### src/verilog/timer8_pkg.sv
// constants shared by the 8-bit timer compare block
package timer8_pkg;
	// register byte addresses
	localparam logic [4:0] ADDR_CONTROL = 5'h00;
	localparam logic [4:0] ADDR_FORCE = 5'h04;
	localparam logic [4:0] ADDR_COUNTER = 5'h08;
	localparam logic [4:0] ADDR_COMPARE_A = 5'h0c;
	localparam logic [4:0] ADDR_COMPARE_B = 5'h10;
	localparam logic [4:0] ADDR_FLAGS = 5'h14;
	localparam logic [4:0] ADDR_PORT = 5'h18;
	localparam logic [4:0] ADDR_STATUS = 5'h1c;
	localparam int ADDR_W = 5;

	// control register fields
	localparam int CTL_MODE_LSB = 0;
	localparam int CTL_COM_A_LSB = 4;
	localparam int CTL_COM_B_LSB = 6;
	// force register bits
	localparam int FORCE_A_BIT = 0;
	localparam int FORCE_B_BIT = 1;
	// flag register bits
	localparam int FLAG_OVF_BIT = 0;
	localparam int FLAG_CMP_A_BIT = 1;
	localparam int FLAG_CMP_B_BIT = 2;
	// port register bits
	localparam int PORT_OUT_A_BIT = 0;
	localparam int PORT_OUT_B_BIT = 1;
	localparam int PORT_DIR_A_BIT = 4;
	localparam int PORT_DIR_B_BIT = 5;
	// status register bits
	localparam int STAT_OCS_A_BIT = 0;
	localparam int STAT_OCS_B_BIT = 1;

	// waveform modes
	localparam logic [2:0] WAVE_NORMAL = 3'h0;
	localparam logic [2:0] WAVE_CLEAR_ON_MATCH = 3'h2;
	localparam logic [2:0] WAVE_CTC_TOP_FIXED = 3'h6;

	// compare output modes in non-PWM modes
	localparam logic [1:0] COM_OFF = 2'h0;
	localparam logic [1:0] COM_TOGGLE = 2'h1;
	localparam logic [1:0] COM_CLEAR = 2'h2;
	localparam logic [1:0] COM_SET = 2'h3;

	// counter extremes and reset values
	localparam logic [7:0] COUNT_MAX = 8'hff;
	localparam logic [7:0] COUNT_BOTTOM = 8'h00;
	localparam logic [7:0] COUNT_RESET = 8'h00;
	localparam logic [7:0] COMPARE_RESET = 8'h00;
	localparam logic [31:0] READ_ZERO = 32'h0000_0000;
endpackage

### src/verilog/timer8_compare.sv
// 8-bit timer/counter with two compare channels, normal and clear-on-match modes
//
// Functional notes
// a counter write blocks every compare match on the next timer tick, even stopped
// a counter write wins over clear or count in the same cycle
// software avoids writing counter equal to compare value or zero when down-counting
// software sets compare output state before turning the pin to output
// compare output state is kept unchanged across waveform mode changes
// compare output mode is unbuffered, used from the first match after write
// nonzero compare output mode drives pin from compare output state
// pin direction stays with the direction bit during override
// pin override choice depends only on compare output mode
// compare output state can be initialised before pin output is enabled
// compare output mode zero leaves compare output state untouched on matches
// force strobe applies the output action at once in non-PWM modes
// forced compare sets no flag and never touches the counter
// counting depends only on waveform mode, never on compare output mode
// in non-PWM modes the output mode selects set, clear or toggle
// output mode 2 clears, 3 sets compare output state on a match
// normal mode always increments, wraps 0xff to 0x00
// overflow flag sets in the tick the counter goes from max to zero
// hardware only sets overflow flag; service or software clears it
// match sets compare flag at next tick; write one or service clears
// normal mode accepts counter writes at any time
// clear-on-match mode clears counter when it matches compare value a
// clear-on-match raises compare flag a each period
// compare value a unbuffered; below counter means wrap through 0xff first
// toggle on channel a in clear-on-match gives square wave
// toggle rate is tick rate over twice one plus compare value a
//
// Our own choices: the placing of the registers and the Wishbone register port.
`timescale 1ns/10ps

module timer8_compare
	import timer8_pkg::*;
(
	// clock and reset
	input wire logic clk_i,
	input wire logic rst_i,
	// timer tick from clock select, one cycle per count
	input wire logic timer_tick_i,
	// interrupt service acknowledges, one-cycle pulses
	input wire logic overflow_serviced_i,
	input wire logic compare_a_serviced_i,
	input wire logic compare_b_serviced_i,
	// wishbone slave
	input wire logic cyc_i,
	input wire logic stb_i,
	input wire logic we_i,
	input wire logic [ADDR_W-1:0] adr_i,
	input wire logic [3:0] sel_i,
	input wire logic [31:0] dat_i,
	output logic [31:0] dat_o,
	output logic ack_o,
	// event flags as levels
	output logic overflow_flag_o,
	output logic compare_flag_a_o,
	output logic compare_flag_b_o,
	// compare output pins
	output logic pin_a_o,
	output logic pin_a_oe_o,
	output logic pin_b_o,
	output logic pin_b_oe_o
);

	typedef struct packed {
		logic ack;
		logic [31:0] rdata;
		logic [2:0] waveform_mode;
		logic [1:0] compare_output_mode_a;
		logic [1:0] compare_output_mode_b;
		logic [7:0] counter_value;
		logic [7:0] compare_value_a;
		logic [7:0] compare_value_b;
		logic block_match;
		logic overflow_flag;
		logic compare_flag_a;
		logic compare_flag_b;
		logic compare_output_state_a;
		logic compare_output_state_b;
		logic port_out_a;
		logic port_out_b;
		logic pin_dir_a;
		logic pin_dir_b;
	} state_s;

	state_s state_reg;
	state_s state_next;

	// only modes without pwm let the output action and force strobe act
	function automatic logic non_pwm(input logic [2:0] mode);
		non_pwm = (mode == WAVE_NORMAL) || (mode == WAVE_CLEAR_ON_MATCH);
	endfunction

	// new compare output state for a match or a forced match
	function automatic logic compare_action(input logic [1:0] com, input logic cur);
		case (com)
			COM_TOGGLE: compare_action = ~cur;
			COM_CLEAR: compare_action = 1'b0;
			COM_SET: compare_action = 1'b1;
			default: compare_action = cur;
		endcase
	endfunction

	// byte lane merge for one 8-bit register in the low byte
	function automatic logic [7:0] lane0(input logic [7:0] cur, input logic [3:0] sel,
		input logic [31:0] data);
		lane0 = sel[0] ? data[7:0] : cur;
	endfunction

	logic access;
	logic first_cycle;
	logic wr;
	logic match_a;
	logic match_b;
	logic ctc_clear;
	logic [31:0] read_mux;

	always_comb begin
		access = cyc_i && stb_i;
		first_cycle = access && !state_reg.ack;
		// a write lands at the edge where the master samples ack
		wr = access && state_reg.ack && we_i;

		// raw compare, suppressed for one tick after a counter write
		match_a = (state_reg.counter_value == state_reg.compare_value_a)
			&& !state_reg.block_match;
		match_b = (state_reg.counter_value == state_reg.compare_value_b)
			&& !state_reg.block_match;
		ctc_clear = (state_reg.waveform_mode == WAVE_CLEAR_ON_MATCH) && match_a;

		read_mux = READ_ZERO;
		if (adr_i == ADDR_CONTROL) begin
			read_mux[CTL_MODE_LSB +: 3] = state_reg.waveform_mode;
			read_mux[CTL_COM_A_LSB +: 2] = state_reg.compare_output_mode_a;
			read_mux[CTL_COM_B_LSB +: 2] = state_reg.compare_output_mode_b;
		end else if (adr_i == ADDR_COUNTER) begin
			read_mux[7:0] = state_reg.counter_value;
		end else if (adr_i == ADDR_COMPARE_A) begin
			read_mux[7:0] = state_reg.compare_value_a;
		end else if (adr_i == ADDR_COMPARE_B) begin
			read_mux[7:0] = state_reg.compare_value_b;
		end else if (adr_i == ADDR_FLAGS) begin
			read_mux[FLAG_OVF_BIT] = state_reg.overflow_flag;
			read_mux[FLAG_CMP_A_BIT] = state_reg.compare_flag_a;
			read_mux[FLAG_CMP_B_BIT] = state_reg.compare_flag_b;
		end else if (adr_i == ADDR_PORT) begin
			read_mux[PORT_OUT_A_BIT] = state_reg.port_out_a;
			read_mux[PORT_OUT_B_BIT] = state_reg.port_out_b;
			read_mux[PORT_DIR_A_BIT] = state_reg.pin_dir_a;
			read_mux[PORT_DIR_B_BIT] = state_reg.pin_dir_b;
		end else if (adr_i == ADDR_STATUS) begin
			read_mux[STAT_OCS_A_BIT] = state_reg.compare_output_state_a;
			read_mux[STAT_OCS_B_BIT] = state_reg.compare_output_state_b;
		end
		// force register and unmapped addresses read zero
	end

	always_comb begin
		state_next = state_reg;

		// bus handshake: ack for exactly one cycle per request
		state_next.ack = first_cycle;
		if (first_cycle) begin
			state_next.rdata = read_mux;
		end

		// timer tick: count, clear, flags and output actions
		if (timer_tick_i) begin
			state_next.block_match = 1'b0;
			if (ctc_clear) begin
				state_next.counter_value = COUNT_BOTTOM;
			end else begin
				// normal and every other mode count up and wrap
				state_next.counter_value = state_reg.counter_value + 8'h01;
			end
			if (state_reg.counter_value == COUNT_MAX) begin
				state_next.overflow_flag = 1'b1;
			end
			if (match_a) begin
				state_next.compare_flag_a = 1'b1;
			end
			if (match_b) begin
				state_next.compare_flag_b = 1'b1;
			end
			// the mode currently held is used, so a fresh setting acts at once
			if (match_a && non_pwm(state_reg.waveform_mode)) begin
				state_next.compare_output_state_a = compare_action(
					state_reg.compare_output_mode_a,
					state_reg.compare_output_state_a);
			end
			if (match_b && non_pwm(state_reg.waveform_mode)) begin
				state_next.compare_output_state_b = compare_action(
					state_reg.compare_output_mode_b,
					state_reg.compare_output_state_b);
			end
		end

		// software clears flags by writing one; a same-cycle set still wins
		if (wr && (adr_i == ADDR_FLAGS) && sel_i[0]) begin
			if (dat_i[FLAG_OVF_BIT] && !(timer_tick_i
				&& state_reg.counter_value == COUNT_MAX)) begin
				state_next.overflow_flag = 1'b0;
			end
			if (dat_i[FLAG_CMP_A_BIT] && !(timer_tick_i && match_a)) begin
				state_next.compare_flag_a = 1'b0;
			end
			if (dat_i[FLAG_CMP_B_BIT] && !(timer_tick_i && match_b)) begin
				state_next.compare_flag_b = 1'b0;
			end
		end
		// interrupt service clears, again losing to a same-tick set
		if (overflow_serviced_i && !(timer_tick_i
			&& state_reg.counter_value == COUNT_MAX)) begin
			state_next.overflow_flag = 1'b0;
		end
		if (compare_a_serviced_i && !(timer_tick_i && match_a)) begin
			state_next.compare_flag_a = 1'b0;
		end
		if (compare_b_serviced_i && !(timer_tick_i && match_b)) begin
			state_next.compare_flag_b = 1'b0;
		end

		// register writes
		if (wr && (adr_i == ADDR_CONTROL) && sel_i[0]) begin
			// the compare output states are deliberately left alone here
			state_next.waveform_mode = dat_i[CTL_MODE_LSB +: 3];
			state_next.compare_output_mode_a = dat_i[CTL_COM_A_LSB +: 2];
			state_next.compare_output_mode_b = dat_i[CTL_COM_B_LSB +: 2];
		end else if (wr && (adr_i == ADDR_FORCE) && sel_i[0]) begin
			// forced match: no flag, no counter change, output state only
			if (dat_i[FORCE_A_BIT] && non_pwm(state_reg.waveform_mode)) begin
				state_next.compare_output_state_a = compare_action(
					state_reg.compare_output_mode_a,
					state_reg.compare_output_state_a);
			end
			if (dat_i[FORCE_B_BIT] && non_pwm(state_reg.waveform_mode)) begin
				state_next.compare_output_state_b = compare_action(
					state_reg.compare_output_mode_b,
					state_reg.compare_output_state_b);
			end
		end else if (wr && (adr_i == ADDR_COUNTER) && sel_i[0]) begin
			// overrides the tick's count or clear above, stopped or running
			state_next.counter_value = dat_i[7:0];
			state_next.block_match = 1'b1;
		end else if (wr && (adr_i == ADDR_COMPARE_A)) begin
			// unbuffered: a value below the counter is only met after the wrap
			state_next.compare_value_a = lane0(state_reg.compare_value_a, sel_i,
				dat_i);
		end else if (wr && (adr_i == ADDR_COMPARE_B)) begin
			state_next.compare_value_b = lane0(state_reg.compare_value_b, sel_i, dat_i);
		end else if (wr && (adr_i == ADDR_PORT) && sel_i[0]) begin
			state_next.port_out_a = dat_i[PORT_OUT_A_BIT];
			state_next.port_out_b = dat_i[PORT_OUT_B_BIT];
			state_next.pin_dir_a = dat_i[PORT_DIR_A_BIT];
			state_next.pin_dir_b = dat_i[PORT_DIR_B_BIT];
		end
	end

	always_ff @(posedge clk_i) begin
		if (rst_i) begin
			state_reg <= '0;
			state_reg.counter_value <= COUNT_RESET;
			state_reg.compare_value_a <= COMPARE_RESET;
			state_reg.compare_value_b <= COMPARE_RESET;
			state_reg.waveform_mode <= WAVE_NORMAL;
			state_reg.compare_output_mode_a <= COM_OFF;
			state_reg.compare_output_mode_b <= COM_OFF;
		end else begin
			state_reg <= state_next;
		end
	end

	// pin drivers; override follows the output mode alone, not the waveform mode
	always_comb begin
		pin_a_o = (state_reg.compare_output_mode_a != COM_OFF)
			? state_reg.compare_output_state_a : state_reg.port_out_a;
		pin_b_o = (state_reg.compare_output_mode_b != COM_OFF)
			? state_reg.compare_output_state_b : state_reg.port_out_b;
		// the direction bit alone enables the driver, also during override
		pin_a_oe_o = state_reg.pin_dir_a;
		pin_b_oe_o = state_reg.pin_dir_b;
	end

	assign dat_o = state_reg.rdata;
	assign ack_o = state_reg.ack;
	assign overflow_flag_o = state_reg.overflow_flag;
	assign compare_flag_a_o = state_reg.compare_flag_a;
	assign compare_flag_b_o = state_reg.compare_flag_b;

endmodule

### config.mk
export PLATFORM = sky130hd
export DESIGN_NAME = timer8_compare
export DESIGN_NICKNAME = d
export VERILOG_FILES = /design/src/verilog/timer8_pkg.sv /design/src/verilog/timer8_compare.sv
export SDC_FILE = /design/constraint.sdc
export NUM_CORES = 1
export LEC_CHECK = 0
export BUFFER_PORTS_ARGS = -buffer_cell sky130_fd_sc_hd__buf_2
export CAP_MARGIN = 20
export CORE_ASPECT_RATIO = 0.7
export CORE_MARGIN = 1.5
export CORE_UTILIZATION = 25
export DETAILED_ROUTE_END_ITERATION = 16
export GPL_TIMING_DRIVEN = 0
export SYNTH_ARGS = -nofsm -noshare
export SYNTH_HDL_FRONTEND = slang
export SYNTH_SLANG_ARGS = --single-unit
### constraint.sdc
create_clock -name clk_i -period 4.23 [get_ports clk_i]
set_input_delay 0.6345 -clock clk_i [delete_from_list [all_inputs] [get_ports clk_i]]
set_output_delay 0.6345 -clock clk_i [all_outputs]
set_load 0.03 [all_outputs]
==> impl_metrics.csv, run 1 <==
group,metric,value,unit
timing,fin_tns_setup,0,ps
floorplanning,die_h,93.9,µm
pwr,p_switching,0.290,mW
routing,drcViolationCount,0,
final_layout,drive_gt1_share,20.8,%
floorplanning,rows,32,
synthesis,seq_area_frac_synth,33.9,%
timing,max_slew.worst_pin.slew,719,ps
routing,wl_per_cell,16.5,µm
pwr,p_leak,1.60,nW
cts,cts_tree,"built",
critical_path,end_kind,"flip-flop",
global_routing,grt_pass1_wl,14800,µm
timing,fin_skew,2.83,ps
cts,cts_resized,0,
pwr,p_seq_share,40.9,%
synthesis,synth-seq-cells,50,
pwr,ir_drop,0.138,mV
final_layout,layoutNonFillerInstCount,585,
critical_path,arrival,2810,ps
place,place_congestion,0.942,
job,max-cap-violations,0,
routing,antenna_left,0,
final_layout,fin_area,3620,µm²
critical_path,required,4430,ps
cts,cts_sinks,50,
timing,hold_viol_final,0,
status,status,"finished clean",
cts,cts_hold_buf,0,
timing,fin_crit_sh,61.8,%
cts,h-tree-depth,2,
critical_path,cp_cell_sequence,"buf_2 -> nor3_1 -> nand2_1 -> nor3_2 -> buf_2 -> nand3b_1 -> o41ai_1",
min_path,hp-class,"reg -> reg",
cts,path_clk_slew,70,ps
synthesis,ys_types,49,
synthesis,syn_avg_cell_area,8.12,µm²
synthesis,synth_area,2950,µm²
timing,setup_viol,0,
critical_path,crit_path_max_incr_delay,580,ps
pwr,combPwrFrac,13.1,%
critical_path,cp_top_family,"simple AND/OR/NAND/NOR gates",
synthesis,synthFlopType,"dfxtp_1",
pwr,cellPowerDensity,324,nW/µm²
final_layout,synthToLayoutAreaGrowth,22.4,%
global_routing,track_usage,15.8,%
pwr,intPower,0.882,mW
synthesis,synth_cells,364,
routing,wl,9650,µm
place,placed_area,3420,µm²
critical_path,cp_slowest_cell,"nor3_2",
critical_path,cp_max_fo,10,
cts,cts_setup_buffers,0,
final_layout,n_antenna_cell,0,
timing,final_max_slew_viol_count,0,
place,hpwlAfterDp,7380,µm
synthesis,yosys_warnings,0,
global_routing,grt_max_degree,16,
global_routing,antenna_found_initial,0,
routing,num_vias,2870,
floorplanning,ios,90,
place,io_buffers,37,
cts,clock_latency,300,ps
final_layout,fin_nets,482,
timing,slew-limit-headroom,51.9,%
place,post-place-cells,577,
critical_path,startpoint_type,"input port",
routing,drt-vias-per-instance,4.91,
global_routing,grt_overflow,0,
floorplanning,start_util,26.3,%
timing,clock.fmax,383,MHz
timing,fin_crit,2610,ps
final_layout,largest_reg_flops,36,
synthesis,synth_edf_count,0,
global_routing,first_global_vias,2639,
floorplanning,core-area,11300,µm²
critical_path,critPathMostFrequentCell,"buf_2",
synthesis,async_reset_ff_share,0,%
routing,drt_iter0_drc,355,
floorplanning,die_w,133,µm
critical_path,crit_buf_inv,2,
floorplanning,dieArea,12500,µm²
critical_path,worstSetupPathType,"in -> reg",
timing,rsz0062_at_grt,"false",
cts,cts_buffer_depth,2,
pwr,switching_share,24.8,%
routing,dr.pass1.iters,5,
cts,cts_buffers,5,
pwr,pwr-share-clk,46.0,%
cts,cts.root.buffer_cell,"clkbuf_16",
timing,whs,454,ps
stage by stage:
step,util (%),setup slack [ps],power (mW)
after floorplan,-,2240,0.597
after global placement,30.4,1460,0.640
after global routing,32.1,1520,1.21
after CTS,32.1,1740,1.18
final,32.1,1620,1.17
after detailed placement,30.4,1440,0.641
power groups by stage:
stage | Sequential [mW] | Clock [mW] | Combinational, mW
global route | 0.480 | 0.565 | 0.165
global placement | 0.490 | 0 | 0.150
detailed placement | 0.491 | 0 | 0.150
finish | 0.480 | 0.539 | 0.154
CTS | 0.480 | 0.548 | 0.151
floorplan | 0.494 | 0 | 0.104
cell usage in the layout (no fill, tap or decap), types with 3 or more instances in the layout:
| master | synthesis | routed |
|---|---|---|
| buf_4 | 32 | 32 |
| a221oi_1 | 5 | 5 |
| o22ai_1 | 4 | 4 |
| buf_2 | 4 | 41 |
| o21ai_0 | 8 | 8 |
| a211oi_1 | 3 | 3 |
| xor2_1 | 16 | 16 |
| a211o_1 | 4 | 4 |
| nor3_1 | 4 | 4 |
| nand3_1 | 10 | 10 |
| clkbuf_16 | 0 | 5 |
| mux2i_1 | 18 | 18 |
| inv_1 | 6 | 6 |
| o2bb2ai_1 | 3 | 3 |
| nand4_1 | 8 | 8 |
| and3_1 | 3 | 3 |
| or4_1 | 4 | 4 |
| dfxtp_1 | 50 | 50 |
| conb_1 | 1 | 24 |
| mux2_1 | 3 | 3 |
| nand2_1 | 41 | 41 |
| clkbuf_1 | 16 | 16 |
| o41ai_1 | 6 | 6 |
| nor2_1 | 33 | 33 |
| nor2b_1 | 5 | 5 |
| xnor2_1 | 8 | 8 |
| or3_1 | 3 | 3 |
| a21oi_1 | 30 | 30 |
| nand3b_1 | 7 | 7 |
layer usage:
| layer | GRT usage, % | up-vias | routed length, µm |
|---|---|---|---|
| li1 | - | 1360 | - |
| met1 | 24.1 | 1338 | 4660 |
| met2 | 21.9 | 162 | 3770 |
| met3 | 4.53 | 10 | 1150 |
| met4 | 2.56 | 0 | 69 |
| met5 | 0 | - | 0 |
worst register-to-register path, delay by kind of cell, from the launching register on:
kind | cells | cell delay, ps
flops | 1 | 310
buf+inv | 1 | 270
simple gates | 3 | 1410
compound gates | 1 | 170
xor+xnor | 1 | 110
kinds of logic after synthesis:
logic type | synth area share (%)
buffers and inverters | 12.5
muxes | 8.00
and+or+nand+nor | 22.2
xor gates and xnor gates | 7.12
other | 0.127
adders and majority gates | 0.423
AOI/OAI and AO/OA | 15.7
DFF | 33.9
final timing paths:
check / start / endpoint / slack [ps] / cells after the start
worst min-delay path: dat_o[7] / dat_o[7] / 450 / 2
worst min register to register: dat_o[7] / dat_o[7] / 450 / 2
worst max-delay path: adr_i[4] / state_reg[30] / 1620 / 7
worst max register to register: state_reg[32] / state_reg[33] / 1820 / 6
final cells by class:
| cell class | instances | area, µm² |
|---|---|---|
| fillers | 1184 | 7630 |
| multi-input cells | 276 | 1670 |
| flip-flops and latches | 50 | 1000 |
| plain buffers | 54 | 343 |
| well taps | 153 | 191 |
| repair buffers | 37 | 185 |
| clock buffers | 6 | 139 |
| clock inverters | 2 | 60.1 |
| inverters | 7 | 26.3 |
cell usage after synthesis, drive strengths merged, types with 2 or more instances:
cell / n / share of area (%)
a211o: 4 / 1.2
a211oi: 3 / 0.76
a21oi: 30 / 5.1
a221oi: 5 / 1.5
a2bb2oi: 2 / 0.59
and3: 3 / 0.64
buf: 38 / 9.6
clkbuf: 16 / 2.0
dfxtp: 50 / 34
inv: 7 / 0.89
mux2: 5 / 1.9
mux2i: 18 / 6.1
nand2: 41 / 5.2
nand2b: 2 / 0.42
nand3: 10 / 1.7
nand3b: 7 / 1.8
nand4: 8 / 1.7
nand4b: 2 / 0.59
nor2: 33 / 4.2
nor2b: 5 / 1.1
nor3: 5 / 1.0
nor4: 2 / 0.42
o21ai: 10 / 1.7
o22ai: 4 / 0.85
o2bb2ai: 3 / 0.89
o41ai: 6 / 1.8
or2: 3 / 0.64
or3: 3 / 0.64
or4: 4 / 1.0
xnor2: 8 / 2.4
xor2: 16 / 4.7
(Power assumes the default switching activity.)
==> inputs of run 2 (changes only) <==
ABC_AREA = 1   (was default)
clock period = 2.3 ns   (was 4.23 ns; I/O delays follow)
==> run 2 against run 1 <==
  * Clock power up 47%
  * Sequential cell count unchanged
  * Register-to-register slack worse by 1400 ps
  * First-iteration DRC count shrank 14%
  * Largest cell class unchanged
  * Area after synthesis increased by 3.4%
  * Via count up 7.0%
  * Combinational power grew 75%
  * Routed wire length increased by 3.4%
  * Sequential power is 86% higher
  * Synthesized cell count rose by 22%
  * Global-route usage up 0.21 points
  * Count of clock-buffer cells in the layout unchanged
==> impl_metrics.csv, run 2 <==
group,metric,value,unit
status,status,"finished clean",
critical_path,cp_slowest_cell,"dfxtp_1",
routing,antenna_left,0,
critical_path,rr_startpoint,"state_reg[31]",
global_routing,grt.busiest_layer,"met1",
pwr,p_leak,1.66,nW
critical_path,critPathMostFrequentCell,"nand2_1",
floorplanning,core-area,11800,µm²
synthesis,ys_types,39,
timing,max_slew.worst_pin.slew,595,ps
cts,cts_hold_buf,0,
min_path,hp-class,"in -> reg",
critical_path,required,2460,ps
cts,cts_setup_buffers,0,
cts,cts.root.buffer_cell,"clkbuf_16",
cts,cts_buffers,5,
critical_path,reg2regPathDepth,9,
synthesis,yosys-top-cells-count,"nand2_1 (76), inv_1 (57), dfxtp_1 (50), nor2_1 (43), o21ai_0 (43)",
routing,num_vias,3072,
place,io_buffers,37,
routing,drcViolationCount,0,
floorplanning,rows,33,
critical_path,critPathLaunch,"state_reg[31]",
timing,clock.fmax,524,MHz
global_routing,use_met1,23.8,%
global_routing,grt.met3_usage,5.16,%
final_layout,n_antenna_cell,0,
pwr,pwr-share-clk,40.6,%
timing,fin_skew,4.96,ps
critical_path,worst-path-stages,9,
critical_path,startpoint_type,"flip-flop",
synthesis,synth_area_leaders,"dfxtp_1 (33%), nand2_1 (9.3%), buf_4 (7.9%), o21ai_0 (7.0%), inv_1 (7.0%)",
critical_path,cp_cell_sequence,"inv_1 -> nand2_1 -> nand2_1 -> inv_1 -> nand3_1 -> nor2_1 -> nand4_1 -> nand2_1 -> a21oi_1",
routing,dr.pass1.iters,5,
synthesis,synth-seq-cells,50,
synthesis,synthFlopType,"dfxtp_1",
timing,rsz0062_at_grt,"false",
routing,wl,9970,µm
global_routing,antenna_found_initial,0,
synthesis,synth_cells,443,
timing,slew-limit-headroom,60.3,%
pwr,combPwrFrac,13.8,%
cts,path_clk_slew,70,ps
synthesis,seq_area_frac_synth,32.8,%
final_layout,post-route-util,31.2,%
pwr,p_seq_share,45.6,%
global_routing,met2_usage,22.6,%
critical_path,crit_path_max_incr_delay,460,ps
pwr,intPower,1.40,mW
timing,hold_viol_final,0,
synthesis,syn_avg_cell_area,6.90,µm²
routing,drt-vias-per-instance,4.60,
critical_path,crit_buf_inv,2,
critical_path,cp_max_fo,5,
final_layout,final_cell_mix,"nand2_1 (76), inv_1 (57), dfxtp_1 (50)",
timing,fin_crit,1910,ps
job,max-cap-violations,0,
timing,fin_crit_sh,83.0,%
routing,drt_iter0_drc,306,
timing,setup_viol,0,
cts,cts_resized,0,
place,place_congestion,0.949,
floorplanning,ios,90,
final_layout,layoutNonFillerInstCount,668,
cts,cts_buffer_depth,2,
place,placed_area,3520,µm²
cts,cts_tree,"built",
floorplanning,start_util,25.9,%
place,preCtsSetupSlack,491,ps
min_path,min_from,"dat_i[0]",
final_layout,synthToLayoutAreaGrowth,20.4,%
critical_path,worstSetupPathType,"reg -> reg",
place,post-place-cells,660,
global_routing,first_global_vias,2724,
timing,whs,276,ps
critical_path,arrival,2070,ps
critical_path,cp_top_family,"simple AND/OR/NAND/NOR gates",
timing,fin_tns_setup,0,ps
critical_path,end_kind,"flip-flop",
pwr,fin_total_pwr,1.95,mW
timing,setup_ws,391,ps
synthesis,synth_largest_area_cell,"dfxtp_1",
final_layout,drive_gt1_share,21.1,%
global_routing,grt_pass1_wl,15400,µm
timing,final_max_slew_viol_count,0,
routing,wl_per_cell,14.9,µm
pwr,ir_drop,0.280,mV
synthesis,synth.most_common_cell,"nand2_1",
final_layout,fin_area,3680,µm²
place,hpwlAfterDp,8090,µm
final_layout,largest_reg_flops,36,
final_layout,fin_nets,561,
pwr,p_switching,0.553,mW
synthesis,synth_edf_count,0,
synthesis,synth.top_cell.area_share,32.8,%
floorplanning,die_w,135,µm
cts,h-tree-depth,2,
pwr,cellPowerDensity,531,nW/µm²
synthesis,async_reset_ff_share,0,%
global_routing,grt_overflow,0,
final_layout,final_common_cell,"nand2_1",
floorplanning,die_h,95.5,µm
global_routing,grt_max_degree,17,
global_routing,track_usage,16.0,%
synthesis,yosys_warnings,0,
synthesis,synth_area,3060,µm²
pwr,switching_share,28.3,%
cts,cts_sinks,50,
cts,clock_latency,300,ps
min_path,min_path_cells,2,
floorplanning,dieArea,12900,µm²
==> run 2: per-layer routing <==
metal	up-vias	part of all wire, %
met5	-	0
met4	0	0.51
met3	7	10
met2	129	38
met1	1413	51
li1	1523	-
==> run 2: power groups by stage <==
stage | Sequential [mW] | Combinational (mW) | Clock [mW]
6_report | 0.891 | 0.269 | 0.793
5_1_grt | 0.893 | 0.294 | 0.852
4_1_cts | 0.891 | 0.266 | 0.801
3_5_place_dp | 0.911 | 0.265 | 0
3_3_place_gp | 0.910 | 0.263 | 0
2_1_floorplan | 0.914 | 0.186 | 0
==> run 2: layout make-up <==
cell class,instances,area [µm²]
multi-input cells,311,1600
flip-flops and latches,50,1000
clock buffers,6,139
clock inverters,2,16.3
fillers,1322,8130
well taps,157,196
plain buffers,43,303
repair buffers,37,185
inverters,62,235
==> run 2: path summary, 6_finish.rpt <==
| path | slack, ps | endpoint |
|---|---|---|
| max | 390 | state_reg[33] |
| min | 280 | state_reg[18] |
| min reg2reg | 470 | dat_o[3] |
| max reg2reg | 390 | state_reg[33] |
==> run 2: kinds of logic (layout without fill, tap and decap cells) <==
kind of cell / Yosys count / count (layout) / share of synthesized area [%]
AO/OA/AOI/OAI: 115 / 115 / 21.6
XOR/XNOR: 6 / 6 / 1.72
adder cells (fa/ha/maj): 1 / 1 / 0.409
buffers and inverters: 105 / 150 / 17.6
flip-flops: 50 / 50 / 32.8
other: 1 / 24 / 0.123
AND/OR/NAND/NOR: 165 / 165 / 25.8
==> inputs of run 3 (changes only) <==
clock period = 1.9 ns   (was 2.3 ns; I/O delays follow)
==> run 3 against run 2 <==
  * Count of clock-buffer cells in the layout stayed put
  * Worst setup slack worse by 260 ps
  * Critical endpoint is now state_reg[31]
  * Critical path depth stayed put
  * Maximum frequency is 8.0% higher
  * Sequential cell count stayed put
  * Core utilization is 0.095 points higher
  * Register-to-register slack worse by 260 ps
  * Via count is 1.1% higher
  * Total power is 21% higher
  * Sequential share of layout area hardly changed
  * Highest routed layer unchanged
==> impl_metrics.csv, run 3 (synthesis results as in run 2) <==
group,metric,value,unit
cts,cts_buffer_depth,2,
cts,cts_hold_buf,0,
pwr,ir_drop,0.339,mV
global_routing,grt_overflow,0,
cts,h-tree-depth,2,
routing,wl_per_cell,14.9,µm
status,status,"finished clean",
timing,whs,219,ps
timing,final_max_slew_viol_count,0,
critical_path,end_kind,"flip-flop",
critical_path,cp_max_fo,5,
routing,drt_iter0_drc,271,
floorplanning,rows,33,
critical_path,required,2090,ps
cts,cts.root.buffer_cell,"clkbuf_16",
cts,cts_buffers,5,
place,place_congestion,0.949,
timing,rsz0062_at_grt,"false",
critical_path,crit_path_max_incr_delay,460,ps
routing,num_vias,3105,
critical_path,crit_buf_inv,2,
routing,antenna_left,0,
pwr,cellPowerDensity,641,nW/µm²
job,max-cap-violations,0,
routing,drt-vias-per-instance,4.64,
cts,cts_tree,"built",
timing,hold_viol_final,0,
floorplanning,die_w,135,µm
floorplanning,ios,90,
pwr,p_leak,1.67,nW
place,io_buffers,37,
global_routing,track_usage,16.0,%
final_layout,final_cell_mix,"nand2_1 (76), inv_1 (57), dfxtp_1 (49)",
cts,path_clk_slew,70,ps
critical_path,worstSetupPathType,"reg -> reg",
critical_path,cp_cell_sequence,"inv_1 -> nand2_1 -> nand2_1 -> inv_1 -> nand3_1 -> nor2_2 -> nand3_1 -> o21bai_1 -> a21oi_1",
timing,fin_tns_setup,0,ps
timing,fin_skew,4.99,ps
timing,slew-limit-headroom,60.4,%
timing,fin_crit,1770,ps
routing,drcViolationCount,0,
global_routing,first_global_vias,2724,
routing,wl,9980,µm
place,hpwlAfterDp,8090,µm
final_layout,fin_nets,562,
global_routing,grt_max_degree,17,
final_layout,largest_reg_flops,36,
min_path,hp-class,"in -> reg",
critical_path,startpoint_type,"flip-flop",
cts,clock_latency,300,ps
floorplanning,start_util,25.9,%
final_layout,drive_gt1_share,21.7,%
timing,setup_viol,0,
timing,max_slew.worst_pin.slew,593,ps
global_routing,grt_pass1_wl,15400,µm
final_layout,n_antenna_cell,0,
floorplanning,core-area,11800,µm²
cts,cts_sinks,50,
floorplanning,die_h,95.5,µm
floorplanning,dieArea,12900,µm²
final_layout,synthToLayoutAreaGrowth,20.8,%
pwr,fin_total_pwr,2.37,mW
routing,dr.pass1.iters,5,
critical_path,cp_slowest_cell,"dfxtp_1",
timing,fin_crit_sh,93.0,%
final_layout,final_common_cell,"nand2_1",
critical_path,cp_top_family,"simple AND/OR/NAND/NOR gates",
critical_path,arrival,1950,ps
timing,clock.fmax,566,MHz
global_routing,antenna_found_initial,0,
==> run 3: routing by layer <==
metal	routed length (µm)	vias to the layer above	track usage, %
met5	0	-	0
met4	44	0	2.42
met3	999	7	5.16
met2	3850	126	22.6
met1	5090	1448	23.8
li1	-	1524	-
==> run 3: power breakdown <==
part	leakage, nW	switching (mW)	total, mW	internal [mW]
logic	1.19	0.225	0.327	0.102
registers	0.405	0.0158	1.08	1.06
clock network	0.0735	0.429	0.959	0.530
==> run 3: worst register-to-register path: stages (launching register included) <==
cell	delay (ps)
dfxtp_1	460
inv_1	170
nand2_1	110
nand2_1	50
inv_1	40
nand3_1	80
nor2_2	190
nand3_1	210
o21bai_1	250
a21oi_1	90
==> run 3: what timing repair did <==
action,4_1_cts,5_1_grt
resized for setup,0,2
setup endpoints to repair,0,7
buffers inserted,0,1
==> run 3: final timing paths <==
kind | startpoint | end | slack [ps] | depth (start not counted)
max | state_reg[31] | state_reg[31] | 130 | 9
min | dat_i[0] | state_reg[18] | 220 | 2
max reg2reg | state_reg[31] | state_reg[31] | 130 | 9
min reg2reg | dat_o[3] | dat_o[3] | 470 | 2
==> run 3: layout make-up <==
cell class	instances	area [µm²]
Fill cell	1320	8120
Multi-Input combinational cell	311	1610
Sequential cell	50	1000
Buffer	43	303
Inverter	62	235
Tap cell	157	196
Timing Repair Buffer	38	193
Clock buffer	6	139
Clock inverter	2	16.3
==> run 3: through the flow <==
| stage | cells | util, % | cell area, µm² | setup slack (ps) |
|---|---|---|---|---|
| 5_1_grt | 669 | 31.2 | 3690 | 19.2 |
| 3_3_place_gp | 660 | 29.8 | 3520 | 62.4 |
| 6_report | 669 | 31.2 | 3690 | 132 |
| 4_1_cts | 668 | 31.2 | 3680 | 68.8 |
| 3_5_place_dp | 660 | 29.8 | 3520 | 91.2 |
| 2_1_floorplan | 466 | - | 3140 | 265 |
